<file path="config.mk">
export PLATFORM = sky130hd
export DESIGN_NAME = cmpc_top
export DESIGN_NICKNAME = d
export VERILOG_FILES = /design/src/design/cmpc_pkg.sv /design/src/design/cmpc_sync.sv /design/src/design/cmpc_irq.sv /design/src/design/cmpc_top.sv
export SDC_FILE = /design/constraint.sdc
export NUM_CORES = 1
export LEC_CHECK = 0
export ABC_AREA = 1
export BUFFER_PORTS_ARGS = -buffer_cell sky130_fd_sc_hd__buf_2
export CORE_MARGIN = 1
export CORE_UTILIZATION = 40
export DETAILED_ROUTE_END_ITERATION = 7
export GPL_TIMING_DRIVEN = 0
export PLACE_DENSITY = 0.8
export SYNTH_ARGS = -nofsm -noshare
export SYNTH_HDL_FRONTEND = slang
export SYNTH_SLANG_ARGS = --single-unit
</file>
<file path="constraint.sdc">
create_clock -name pclk -period 0.9 [get_ports pclk]
set_clock_uncertainty 0.05 [all_clocks]
set_input_delay 0.045 -clock pclk [delete_from_list [all_inputs] [get_ports pclk]]
set_output_delay 0.045 -clock pclk [all_outputs]
set_load 0.01 [all_outputs]
</file>
<file path="src/design/cmpc_pkg.sv">
// package for the comparator control block: register map, fields, resets
// assumes a 32-bit apb bus with word-aligned registers
package cmpc_pkg;
	// register byte addresses
	localparam logic [11:0] ADDR_CTRL = 12'hf90; // comparator control
	localparam logic [11:0] ADDR_STAT = 12'hf94; // sticky event status
	localparam logic [11:0] ADDR_MASK = 12'hf98; // interrupt mask
	localparam logic [11:0] ADDR_PWR = 12'hf9c; // power and output route
	// control register fields
	localparam int POS_SEL_BIT = 7; // positive input select
	localparam int NEG_SEL_BIT = 6; // negative input select
	localparam int LVL_LSB = 2; // reference level low bit
	localparam int LVL_MSB = 5; // reference level high bit
	localparam logic [7:0] CTRL_RESET = 8'h14; // level 0101, pins selected
	localparam logic [7:0] CTRL_WMASK = 8'hfc; // low two bits reserved
	localparam logic [3:0] LVL_MAX = 4'h9; // highest legal level code
	// status and mask fields
	localparam int EVT_CHANGE_BIT = 0; // comparator output toggled
	localparam int EVT_RSVD_BIT = 1; // reserved level code written
	localparam int EVT_W = 2; // number of event bits
	localparam logic [1:0] EVT_RESET = 2'h0; // status reset value
	localparam logic [1:0] MASK_RESET = 2'h0; // mask reset value
	// power register fields
	localparam int PWR_DOWN_BIT = 0; // comparator powered down
	localparam int PIN_ROUTE_BIT = 1; // result routed to pin mux
	localparam logic [1:0] PWR_RESET = 2'h1; // powered down after reset
endpackage : cmpc_pkg

</file>
<file path="src/design/cmpc_sync.sv">
// two-flop synchroniser for the asynchronous comparator output
// assumes pclk is free running
`timescale 1ns/1ns
module cmpc_sync (
	input wire logic pclk,
	input wire logic presetn,
	input wire logic async_in,
	output logic sync_out
);
	logic meta_r; // first stage, read only by the second
	logic meta_nxt;
	logic sync_r; // second stage
	logic sync_nxt;

	// next values simply shift along
	always_comb begin
		meta_nxt = async_in;
		sync_nxt = meta_r;
	end

	// registers
	always_ff @(posedge pclk or negedge presetn) begin
		if (!presetn) begin
			meta_r <= 1'b0;
			sync_r <= 1'b0;
		end else begin
			meta_r <= meta_nxt;
			sync_r <= sync_nxt;
		end
	end

	assign sync_out = sync_r;
endmodule : cmpc_sync

</file>
<file path="src/design/cmpc_irq.sv">
// sticky status bits with write-one-to-clear, masked onto one irq level
// assumes event pulses are one cycle wide and synchronous to pclk
`timescale 1ns/1ns
module cmpc_irq #(
	parameter int W = 2
) (
	input wire logic pclk,
	input wire logic presetn,
	input wire logic [W-1:0] evt_set,
	input wire logic [W-1:0] clr_bits,
	input wire logic [W-1:0] mask,
	output logic [W-1:0] status,
	output logic irq
);
	logic [W-1:0] stat_r; // sticky event bits
	logic [W-1:0] stat_nxt;

	// at least one event bit is needed for the level to mean anything
	if (W < 1) begin : g_bad_width
		$error("event width must be at least one");
	end

	// a set in the same cycle as its clear wins, so no event is lost
	always_comb begin
		stat_nxt = (stat_r & ~clr_bits) | evt_set;
	end

	// registers
	always_ff @(posedge pclk or negedge presetn) begin
		if (!presetn) begin
			stat_r <= '0;
		end else begin
			stat_r <= stat_nxt;
		end
	end

	assign status = stat_r;
	assign irq = |(stat_r & mask);

	// set wins over clear
	chk_set_beats_clear: assert property ( // [RULE9]
		@(posedge pclk) disable iff (!presetn)
		(evt_set != '0) |=> ((stat_r & $past(evt_set)) == $past(evt_set)))
		else $error("event set lost");
	// an unmasked event raises the level unless the mask moved
	chk_irq_level: assert property ( // [RULE6]
		@(posedge pclk) disable iff (!presetn)
		((evt_set & mask) != '0) |=> (irq || (mask != $past(mask))))
		else $error("unmasked event did not raise irq");
endmodule : cmpc_irq

</file>
<file path="src/design/cmpc_top.sv">
// comparator control: apb registers, input steering, event interrupt
// assumes apb slave on pclk; analog result arrives asynchronously
//
// What this block does
// RULE1: positive select picks pin or temperature sensor
// RULE2: negative select picks pin or internal reference
// RULE3: four-bit level sets reference, 0.2 V steps
// RULE4: reference level resets to code 0101
// RULE5: comparator level independent of converter reference
// RULE6: result drives interrupt and pin route
// RULE7: separate power control can power comparator down
// RULE8: software masks irq while enabling, then clears
// RULE9: synchronise output; request on every change; changes while powered down raise none
//
// Decided for this implementation: the APB slave port.
`timescale 1ns/1ns
module cmpc_top (
	input wire logic pclk,
	input wire logic presetn,
	input wire logic psel,
	input wire logic penable,
	input wire logic pwrite,
	input wire logic [11:0] paddr,
	input wire logic [31:0] pwdata,
	input wire logic [3:0] pstrb,
	output logic [31:0] prdata,
	output logic pready,
	output logic pslverr,
	input wire logic comparator_result, // raw analog comparator output
	output logic positive_input_select, // 1 = temperature sensor
	output logic negative_input_select, // 1 = internal reference
	output logic [3:0] reference_level, // reference code to the dac
	output logic comparator_power_down, // 1 = analog part off
	output logic result_to_pin, // synchronised result for gpio mux
	output logic result_pin_enable, // gpio mux alternate function select
	output logic irq
);
	logic [7:0] ctrl_r; // comparator_control register
	logic [7:0] ctrl_nxt;
	logic [1:0] pwr_r; // power-down and pin route
	logic [1:0] pwr_nxt;
	logic [cmpc_pkg::EVT_W-1:0] mask_r; // interrupt mask
	logic [cmpc_pkg::EVT_W-1:0] mask_nxt;
	logic res_q_r; // previous synchronised result
	logic res_q_nxt;
	logic res_sync; // synchronised comparator output
	logic wr_en; // apb write this cycle
	logic wr_ctrl; // write to the control word
	logic wr_pwr; // write to the power word
	logic wr_mask; // write to the mask word
	logic rd_hit; // address maps to a register
	logic [cmpc_pkg::EVT_W-1:0] evt; // event pulses
	logic [cmpc_pkg::EVT_W-1:0] clr; // write-one-to-clear bits
	logic [cmpc_pkg::EVT_W-1:0] stat; // sticky status
	logic [31:0] rd_mux; // read data before the output flop
	logic [31:0] prdata_r;
	logic [31:0] prdata_nxt;

	// true when a byte lane holding the low byte is written
	function automatic logic lane0(input logic [3:0] s);
		return s[0];
	endfunction : lane0

	// access phase completes in one cycle, no wait states
	assign wr_en = psel && penable && pwrite && lane0(pstrb);
	assign pready = 1'b1;
	// per-register write strobes, used by the reserved-code flag and the checks
	assign wr_ctrl = wr_en && (paddr == cmpc_pkg::ADDR_CTRL);
	assign wr_pwr = wr_en && (paddr == cmpc_pkg::ADDR_PWR);
	assign wr_mask = wr_en && (paddr == cmpc_pkg::ADDR_MASK);

	// the level field must match the four-bit level port
	if ((cmpc_pkg::LVL_MSB - cmpc_pkg::LVL_LSB + 1) !=
		$bits(reference_level)) begin : g_bad_level
		$error("level field does not match level port");
	end
	// the reserved-code flag needs its own status bit
	if (cmpc_pkg::EVT_W <= cmpc_pkg::EVT_RSVD_BIT) begin : g_bad_evt
		$error("event width too small for the reserved flag");
	end

	// decode of the four mapped words
	always_comb begin
		rd_hit = (paddr == cmpc_pkg::ADDR_CTRL) ||
			(paddr == cmpc_pkg::ADDR_STAT) ||
			(paddr == cmpc_pkg::ADDR_MASK) ||
			(paddr == cmpc_pkg::ADDR_PWR);
	end
	// unmapped address answers with an error in the access phase
	// writes there are dropped by the default branch of the write case
	assign pslverr = psel && penable && !rd_hit;

	// synchronise the analog output before any use [RULE9]
	// a raw edge could otherwise be seen differently by two flops
	cmpc_sync u_sync (
		.pclk(pclk),
		.presetn(presetn),
		.async_in(comparator_result),
		.sync_out(res_sync)
	);

	// register write next values
	always_comb begin
		ctrl_nxt = ctrl_r;
		pwr_nxt = pwr_r;
		mask_nxt = mask_r;
		clr = '0;
		if (wr_en) begin
			case (paddr)
				cmpc_pkg::ADDR_CTRL: begin
					// reserved low bits stay zero
					ctrl_nxt = pwdata[7:0] & cmpc_pkg::CTRL_WMASK;
				end
				cmpc_pkg::ADDR_STAT: begin
					// ones clear, zeros leave pending bits alone
					clr = pwdata[cmpc_pkg::EVT_W-1:0];
				end
				cmpc_pkg::ADDR_MASK: begin
					// one enable per status bit
					mask_nxt = pwdata[cmpc_pkg::EVT_W-1:0];
				end
				cmpc_pkg::ADDR_PWR: begin
					pwr_nxt = pwdata[cmpc_pkg::PIN_ROUTE_BIT:
						cmpc_pkg::PWR_DOWN_BIT]; // [RULE7]
				end
				default: begin
					ctrl_nxt = ctrl_r; // unmapped, nothing stored
				end
			endcase
		end
	end

	// change detector on the synchronised result
	always_comb begin
		res_q_nxt = res_sync;
		evt = '0;
		// res_q_r resets low, the powered-down level: no false edge
		// a toggle is a request; powered down output is ignored
		evt[cmpc_pkg::EVT_CHANGE_BIT] = (res_sync != res_q_r) &&
			!pwr_r[cmpc_pkg::PWR_DOWN_BIT]; // [RULE9] [RULE6]
		// flag reserved level codes so software sees the misuse
		evt[cmpc_pkg::EVT_RSVD_BIT] = wr_ctrl &&
			(pwdata[cmpc_pkg::LVL_MSB:cmpc_pkg::LVL_LSB] >
			cmpc_pkg::LVL_MAX); // [RULE3]
	end

	// status and mask; software masks before enabling [RULE8]
	cmpc_irq #(
		.W(cmpc_pkg::EVT_W)
	) u_irq (
		.pclk(pclk),
		.presetn(presetn),
		.evt_set(evt),
		.clr_bits(clr),
		.mask(mask_r),
		.status(stat),
		.irq(irq) // [RULE6]
	);

	// read mux, low bits only, upper bits zero
	always_comb begin
		rd_mux = 32'h0;
		case (paddr)
			cmpc_pkg::ADDR_CTRL: rd_mux[7:0] = ctrl_r;
			cmpc_pkg::ADDR_STAT: rd_mux[cmpc_pkg::EVT_W-1:0] = stat;
			cmpc_pkg::ADDR_MASK: rd_mux[cmpc_pkg::EVT_W-1:0] = mask_r;
			cmpc_pkg::ADDR_PWR: rd_mux[cmpc_pkg::PIN_ROUTE_BIT:
				cmpc_pkg::PWR_DOWN_BIT] = pwr_r;
			default: rd_mux = 32'h0;
		endcase
		// read data is captured in the setup cycle
		// and held until the next read, so a slow master still sees it
		prdata_nxt = (psel && !penable && !pwrite) ? rd_mux : prdata_r;
	end

	// registers
	// the reset branch loads package constants, and zero for res_q_r and prdata_r
	always_ff @(posedge pclk or negedge presetn) begin
		if (!presetn) begin
			ctrl_r <= cmpc_pkg::CTRL_RESET; // [RULE4]
			pwr_r <= cmpc_pkg::PWR_RESET;
			mask_r <= cmpc_pkg::MASK_RESET;
			res_q_r <= 1'b0;
			prdata_r <= 32'h0;
		end else begin
			ctrl_r <= ctrl_nxt;
			pwr_r <= pwr_nxt;
			mask_r <= mask_nxt;
			res_q_r <= res_q_nxt;
			prdata_r <= prdata_nxt;
		end
	end

	// steering outputs straight from the control fields
	assign positive_input_select = ctrl_r[cmpc_pkg::POS_SEL_BIT]; // [RULE1]
	assign negative_input_select = ctrl_r[cmpc_pkg::NEG_SEL_BIT]; // [RULE2]
	// only this register drives the level; no converter input reaches it
	assign reference_level =
		ctrl_r[cmpc_pkg::LVL_MSB:cmpc_pkg::LVL_LSB]; // [RULE3] [RULE5]
	assign comparator_power_down = pwr_r[cmpc_pkg::PWR_DOWN_BIT]; // [RULE7]
	assign result_to_pin = res_q_r; // [RULE6]
	assign result_pin_enable = pwr_r[cmpc_pkg::PIN_ROUTE_BIT]; // [RULE6]
	assign prdata = prdata_r;

	// reset values
	// reset leaves both inputs on their pins
	chk_sel_reset: assert property ( // [RULE1] [RULE2]
		@(posedge pclk) $rose(presetn) |->
		!positive_input_select && !negative_input_select)
		else $error("input selects not cleared by reset");
	// reference level comes up at the middle code
	chk_level_reset: assert property ( // [RULE4]
		@(posedge pclk) $rose(presetn) |->
		reference_level ==
		cmpc_pkg::CTRL_RESET[cmpc_pkg::LVL_MSB:cmpc_pkg::LVL_LSB])
		else $error("reference level not 0101 after reset");
	// comparator starts powered down and off the pin
	chk_power_reset: assert property ( // [RULE7]
		@(posedge pclk) $rose(presetn) |->
		comparator_power_down && !result_pin_enable)
		else $error("power control not at reset value");

	// register writes
	// every control write lands on the positive select output
	chk_pos_select: assert property ( // [RULE1]
		@(posedge pclk) disable iff (!presetn)
		wr_ctrl |=> positive_input_select ==
		$past(pwdata[cmpc_pkg::POS_SEL_BIT]))
		else $error("positive select not updated");
	// the negative side follows its own bit
	chk_neg_select: assert property ( // [RULE2]
		@(posedge pclk) disable iff (!presetn)
		wr_ctrl |=> negative_input_select ==
		$past(pwdata[cmpc_pkg::NEG_SEL_BIT]))
		else $error("negative select not updated");
	// selects move only on a control write
	chk_sel_hold: assert property ( // [RULE1] [RULE2]
		@(posedge pclk) disable iff (!presetn)
		!wr_ctrl |=> $stable(positive_input_select) &&
		$stable(negative_input_select))
		else $error("input select changed without write");
	// reserved codes are stored as written, not clipped
	chk_level_write: assert property ( // [RULE3]
		@(posedge pclk) disable iff (!presetn)
		wr_ctrl |=> reference_level ==
		$past(pwdata[cmpc_pkg::LVL_MSB:cmpc_pkg::LVL_LSB]))
		else $error("reference level not written");
	// a reserved code raises its status flag
	chk_rsvd_flag: assert property ( // [RULE3]
		@(posedge pclk) disable iff (!presetn)
		(wr_ctrl && (pwdata[cmpc_pkg::LVL_MSB:cmpc_pkg::LVL_LSB] >
		cmpc_pkg::LVL_MAX)) |=> stat[cmpc_pkg::EVT_RSVD_BIT])
		else $error("reserved level code not flagged");
	// nothing else may move the level, the converter least of all
	chk_level_hold: assert property ( // [RULE5]
		@(posedge pclk) disable iff (!presetn)
		!wr_ctrl |=> $stable(reference_level))
		else $error("reference level changed without write");
	// the mask takes the low bits of the written word
	chk_mask_write: assert property ( // [RULE6]
		@(posedge pclk) disable iff (!presetn)
		wr_mask |=> mask_r == $past(pwdata[cmpc_pkg::EVT_W-1:0]))
		else $error("interrupt mask not written");
	// a control read returns the stored word, reserved bits zero
	chk_read_ctrl: assert property ( // [RULE3]
		@(posedge pclk) disable iff (!presetn)
		(psel && !penable && !pwrite && paddr == cmpc_pkg::ADDR_CTRL) |=>
		prdata == {24'h0, $past(ctrl_r)})
		else $error("control read data wrong");
	// route enable follows its bit in the power word
	chk_pin_enable: assert property ( // [RULE6]
		@(posedge pclk) disable iff (!presetn)
		wr_pwr |=> result_pin_enable ==
		$past(pwdata[cmpc_pkg::PIN_ROUTE_BIT]))
		else $error("pin route enable not written");
	// power-down follows its bit in the power word
	chk_power_write: assert property ( // [RULE7]
		@(posedge pclk) disable iff (!presetn)
		wr_pwr |=> comparator_power_down ==
		$past(pwdata[cmpc_pkg::PWR_DOWN_BIT]))
		else $error("power control not written");

	// event path
	// the synchroniser takes two edges, no more, on a rise
	chk_sync_delay: assert property ( // [RULE9]
		@(posedge pclk) disable iff (!presetn)
		$rose(comparator_result) ##1 comparator_result ##1
		comparator_result |-> res_sync)
		else $error("result not synchronised in two cycles");
	// and the same on a fall
	chk_fall_sync: assert property ( // [RULE9]
		@(posedge pclk) disable iff (!presetn)
		$fell(comparator_result) ##1 !comparator_result ##1
		!comparator_result |-> !res_sync)
		else $error("falling result not synchronised in two cycles");
	// each toggle of the powered result leaves a request
	chk_toggle_req: assert property ( // [RULE9]
		@(posedge pclk) disable iff (!presetn)
		($changed(res_sync) && !comparator_power_down) |=>
		stat[cmpc_pkg::EVT_CHANGE_BIT])
		else $error("toggle did not raise request");
	// a powered-down comparator raises no new request
	chk_quiet_down: assert property ( // [RULE7]
		@(posedge pclk) disable iff (!presetn)
		(comparator_power_down && !stat[cmpc_pkg::EVT_CHANGE_BIT]) |=>
		!stat[cmpc_pkg::EVT_CHANGE_BIT])
		else $error("request raised while powered down");
	// an unmasked request shows on irq one edge later
	chk_irq_raise: assert property ( // [RULE6]
		@(posedge pclk) disable iff (!presetn)
		(evt[cmpc_pkg::EVT_CHANGE_BIT] &&
		mask_r[cmpc_pkg::EVT_CHANGE_BIT] && !wr_mask) |=> irq)
		else $error("unmasked request did not raise irq");

	// output routing
	// the pin copy trails the synchronised result by one edge
	chk_pin_route: assert property ( // [RULE6]
		@(posedge pclk) disable iff (!presetn)
		result_to_pin == $past(res_sync))
		else $error("pin route not following result");
endmodule : cmpc_top

</file>
==> results.cfg, run 1 <==
[power]
peakVddDrop_mv = 0.711
power.density_nw_per_um2 = 854
cellLeakagePower_nw = 1.17

[critical_path]
worstPathRequired_ps = 810
end_kind = output port
rr_startpoint = u_irq.status[0]
critPathArrivalTime_ps = 1060
start_kind = flop
rr_endpoint = prdata[0]
r2r_slack_ps = -190
worstRegToRegCells = 6
cp_max_fo = 2
crit_start = u_irq.status[0]
crit_type = flop to output port

[timing]
worst_slew_pin_slew_ps = 501
hold_viol_final = 0
rsz0062_at_grt = true
fmax_mhz = 863
slew_violations = 0
final.period_utilization = 1.29
setup_violations = 24
setup_ws_ps = -259
holdWs_ps = 52.4
min_period_ps = 1160
slew_headroom = 0.666

[place]
io_buffers = 45
dpl.hpwl_mm = 2.04
gp_congestion = 0.793
post-place-ws_ps = -245
dp_cells = 270

[hold_path]
min_to = u_irq.status[1]
min_path_type = primary input to flop
worstHoldStart = pwdata[2]
whs_path_depth = 4

[drt]
dr.pass1.iters = 4
drc = 0
antenna_left = 0
vias = 1312
first_iter_violations = 47
vias_per_cell = 4.29
wl_per_cell_um = 10.2
totalWireLength_mm = 3.12

[clock_network]
cts_tree = done
path_clk_slew_ps = 110
cts_buffers = 3
cts_sinks = 23
clk_latency_ps = 290
cts_root_buf = clkbuf_4
cts_max_level = 1
cts_buffer_depth = 2

[logic_synthesis]
ys_seq_area_frac = 0.441
netlist_area_sq_um = 1320
avgSynthCellArea_sq_um = 8.32
yosys_warnings = 0
ys_seq_elements = 23
synth_cells = 158
ys_types = 23

[global_routing]
antenna_found_initial = 0
grt_pass1_vias = 1097
grt_pass1_wl_mm = 4.51
grt_use_total = 0.173
overflow = 0
grt_start_max_net_pins = 24

[die]
io-pin-count = 98
dieArea_sq_um = 3520
die_y_um = 59.3
rows = 20
core_area_sq_um = 3080
die_x_um = 59.3
initial_core_util = 0.427

[finish]
antenna_cells = 0
layout.nets = 317
area_growth_pct = 64.1
drive_above_1_share = 0.527
stdcell_count = 306

[outcome]
violations = setup timing
status = finished with violations

[run]
drv_cap = 0
[placed cells by master (no fill, tap or decap), drive strengths merged, types with 2 or more instances in the layout]
| cell | netlist | final |
|---|---|---|
| nand2 | 43 | 43 |
| nand3 | 12 | 12 |
| dfrtp | 20 | 20 |
| nor2 | 10 | 10 |
| nand4 | 2 | 2 |
| o21ai | 20 | 20 |
| clkbuf | 0 | 4 |
| conb | 2 | 25 |
| buf | 27 | 94 |
| inv | 14 | 14 |
| dlygate4sd3 | 0 | 10 |
| dfstp | 3 | 3 |
[registers in the layout, summed over array words and instances (netlist names)]
| register | count |
|---|---|
| result_to_pin | 1 |
| u_sync.sync_out | 1 |
| prdata | 8 |
| pwr_r | 2 |
| ctrl_r | 6 |
| u_irq.status | 2 |
| u_sync.meta_r | 1 |
| mask_r | 2 |
[layer usage]
layer / vias up / part of all wire / global-route usage
li1: 665 / - / -
met1: 601 / 0.40 / 0.198
met2: 44 / 0.53 / 0.315
met3: 2 / 0.062 / 0.0371
met4: 0 / 0.0061 / 0.0612
met5: - / 0 / 0
[where the power goes]
| group | internal [mW] | switching, mW | total, mW |
|---|---|---|---|
| sequential | 1.04 | 0.00320 | 1.04 |
| combinational | 0.174 | 0.176 | 0.349 |
| clock | 0.172 | 0.278 | 0.451 |
| total | 1.39 | 0.457 | 1.84 |
[what timing repair did]
item | CTS | global route
pin swaps | 5 | 9
endpoints found under the hold margin | 31 | 0
buffers inserted | 14 | 9
gates resized for setup | 8 | 32
setup endpoints to repair | 19 | 32
hold buffers | 10 | 0
[worst max path at each step]
stage / end / slack [ps] / depth (start not counted)
final: irq / -260 / 2
after global routing: irq / -310 / 2
after CTS: irq / -270 / 2
after detailed placement: ctrl_r[6] / -250 / 8
after global placement: ctrl_r[5] / -240 / 8
after floorplan: prdata[0] / 1 / 4
[critical path, stage by stage, from the launching register on]
cell and delay (ps):
dfrtp_1 400, a22o_1 230, buf_2 140
[synthesized netlist by cell type]
cell type,n,area share
a22o_1,1,0.0067
a31oi_1,1,0.0048
and2_1,1,0.0048
buf_4,26,0.15
buf_6,1,0.0086
conb_1,2,0.0057
dfrtp_1,20,0.38
dfstp_2,3,0.060
inv_1,13,0.037
inv_2,1,0.0029
nand2_1,40,0.11
nand2_2,3,0.014
nand3_1,11,0.042
nand3_2,1,0.0076
nand4_1,1,0.0048
nand4_2,1,0.0095
nor2_1,7,0.020
nor2_2,1,0.0048
nor2_4,2,0.017
nor3_1,1,0.0038
o21ai_1,13,0.049
o21ai_2,7,0.047
xnor2_1,1,0.0067
[stage by stage]
stage                util  area (sq um)  power (mW)  setup TNS, ps
floorplan               -          1410        1.25              0
global placement    0.548          1690        1.35          -3210
detailed placement  0.548          1690        1.35          -3450
CTS                 0.637          1960        1.84          -1720
global route        0.701          2160        1.96          -2780
finish              0.701          2160        1.84          -1580
[cell type report]
type / count / area, sq um
Fill cell: 262 / 920
Timing Repair Buffer: 77 / 573
Clock buffer: 4 / 26.3
Sequential cell: 23 / 579
Tap cell: 44 / 55.1
Inverter: 14 / 52.6
Multi-Input combinational cell: 117 / 666
Buffer: 27 / 206
[logic make-up (layout without fill, tap and decap cells)]
kind of cell / after synthesis / after routing / synth area share
XOR/XNOR: 1 / 1 / 0.00666
other: 2 / 25 / 0.00571
buffers and inverters: 41 / 122 / 0.197
AND/OR/NAND/NOR: 69 / 69 / 0.243
AO/OA/AOI/OAI: 22 / 22 / 0.108
flip-flops: 23 / 23 / 0.441
Note: power is estimated with default switching activity, not from simulation.
==> inputs of run 2 (changes only) <==
Settings changed: BUFFER_PORTS_ARGS -buffer_cell sky130_fd_sc_hd__buf_2 to -buffer_cell sky130_fd_sc_hd__buf_4.
==> run 2 against run 1 <==
Compared with the run above: the flow still finishes with violations (setup timing); cell count decreased by 1.3%; largest power group unchanged; critical endpoint unchanged; routed wire length up 7.5%; sequential cell count is the same; register-to-register slack better by 30 ps.
==> results.cfg, run 2 (same netlist as run 1, synthesis figures left out) <==
[outcome]
status = finished with violations
violations = setup timing

[power]
power.density_nw_per_um2 = 835
cellLeakagePower_nw = 1.18
report.power.total_mw = 1.89
peakVddDrop_mv = 0.756

[timing]
setup_ws_ps = -257
setup_violations = 25
final.period_utilization = 1.29
hold_viol_final = 0
fmax_mhz = 865
rsz0062_at_grt = true
min_period_ps = 1160
slew_violations = 0
finalSetupTns_ps = -1690

[drt]
dr.pass1.iters = 4
vias = 1324
antenna_left = 0
drc = 0
first_iter_violations = 42
totalWireLength_mm = 3.35
vias_per_cell = 4.38
wl_per_cell_um = 11.1

[die]
die_y_um = 59.3
rows = 20
initial_core_util = 0.427
dieArea_sq_um = 3520
die_x_um = 59.3
core_area_sq_um = 3080
io-pin-count = 98

[global_routing]
grt_pass1_vias = 1163
grt_use_total = 0.175
grt_start_max_net_pins = 24
antenna_found_initial = 0
grt_pass1_wl_mm = 4.74
overflow = 0

[clock_network]
cts_max_level = 1
cts_buffer_depth = 2
cts_root_buf = clkbuf_4
cts_buffers = 3
cts_tree = done
clk_latency_ps = 290
cts_sinks = 23
path_clk_slew_ps = 110

[critical_path]
worstRegToRegCells = 4
r2r_slack_ps = -160
rr_endpoint = pwr_r[0]
cp_max_fo = 2
rr_startpoint = pwr_r[0]
critPathArrivalTime_ps = 1060
worstPathRequired_ps = 810
start_kind = flop
crit_type = flop to output port
end_kind = output port

[hold_path]
min_to = u_irq.status[1]
worstHoldStart = pwdata[2]
min_path_type = primary input to flop
whs_path_depth = 4

[finish]
layout.nets = 313
multiInputGateArea_sq_um = 654
area_growth_pct = 72.6
largest_reg_flops = 8
fillCellCount = 235
final_common_cell = buf_4
drive_above_1_share = 0.527
seqCellArea_sq_um = 579
most-common-layout-cells = buf_4 (61), nand2_1 (31), buf_6 (27)
antenna_cells = 0

[place]
dpl.hpwl_mm = 2.03
io_buffers = 45
gp_congestion = 0.817

[run]
drv_cap = 0
-- run 2: changes by cell type in the layout (fill, tap and decap cells not counted), moves of 3 or more --
cell	change
nand2_2	+3
buf_4	+20
nor2_2	+4
nand3_2	-3
nor2_1	-3
buf_6	+10
nand3_1	+3
buf_2	-36
-- run 2: worst max-delay path by stage --
stage                          from         to
floorplan                  pwr_r[0]  prdata[0]
global placement           paddr[1]  ctrl_r[5]
finish              u_irq.status[0]        irq
CTS                 u_irq.status[0]        irq
global route              mask_r[0]        irq
detailed placement         paddr[1]  ctrl_r[7]
-- run 2: critical path, cell delays in order (launching register included) --
cell,delay (ps)
dfrtp_1,400
a22o_1,250
buf_6,120
-- run 2: stage by stage --
stage	cell area, sq um	hold WS [ps]	setup slack [ps]	instances	utilization
after floorplan	1410	-301	1.03	181	-
after global placement	1800	-98.6	-245	270	0.585
after detailed placement	1800	-101	-249	270	0.585
after CTS	2120	35.7	-274	299	0.688
after global routing	2270	36.4	-299	302	0.737
final	2270	48.3	-257	302	0.737
-- run 2: metal layers --
| metal | up-vias | share of wire | GRT usage |
|---|---|---|---|
| met5 | - | 0 | 0 |
| met4 | 0 | 0.017 | 0.0544 |
| met3 | 6 | 0.069 | 0.0218 |
| met2 | 61 | 0.54 | 0.323 |
| met1 | 608 | 0.37 | 0.209 |
| li1 | 649 | - | - |
-- run 2: cell type report --
cell class                      instances  share of cell area
Clock buffer                            4              0.0116
Buffer                                 27              0.0926
Sequential cell                        23               0.255
Inverter                               14              0.0232
Tap cell                               44              0.0243
Timing Repair Buffer                   73               0.305
Multi-Input combinational cell        117               0.288
-- run 2: timing repair --
| item | in CTS | in global routing |
|---|---|---|
| buffers inserted | 15 | 4 |
| hold buffers | 10 | 0 |
| pin swaps | 4 | 12 |
| endpoints found under the setup margin | 19 | 32 |
| hold endpoints to repair | 34 | 0 |
| cloned | 0 | 1 |
| resized for setup | 21 | 32 |
-- run 2: where the power goes --
group          switching (mW)  internal, mW  total [mW]  leakage, nW
combinational           0.184         0.214       0.397        0.871
sequential            0.00449          1.04        1.05        0.298
clock                   0.279         0.172       0.452       0.0150
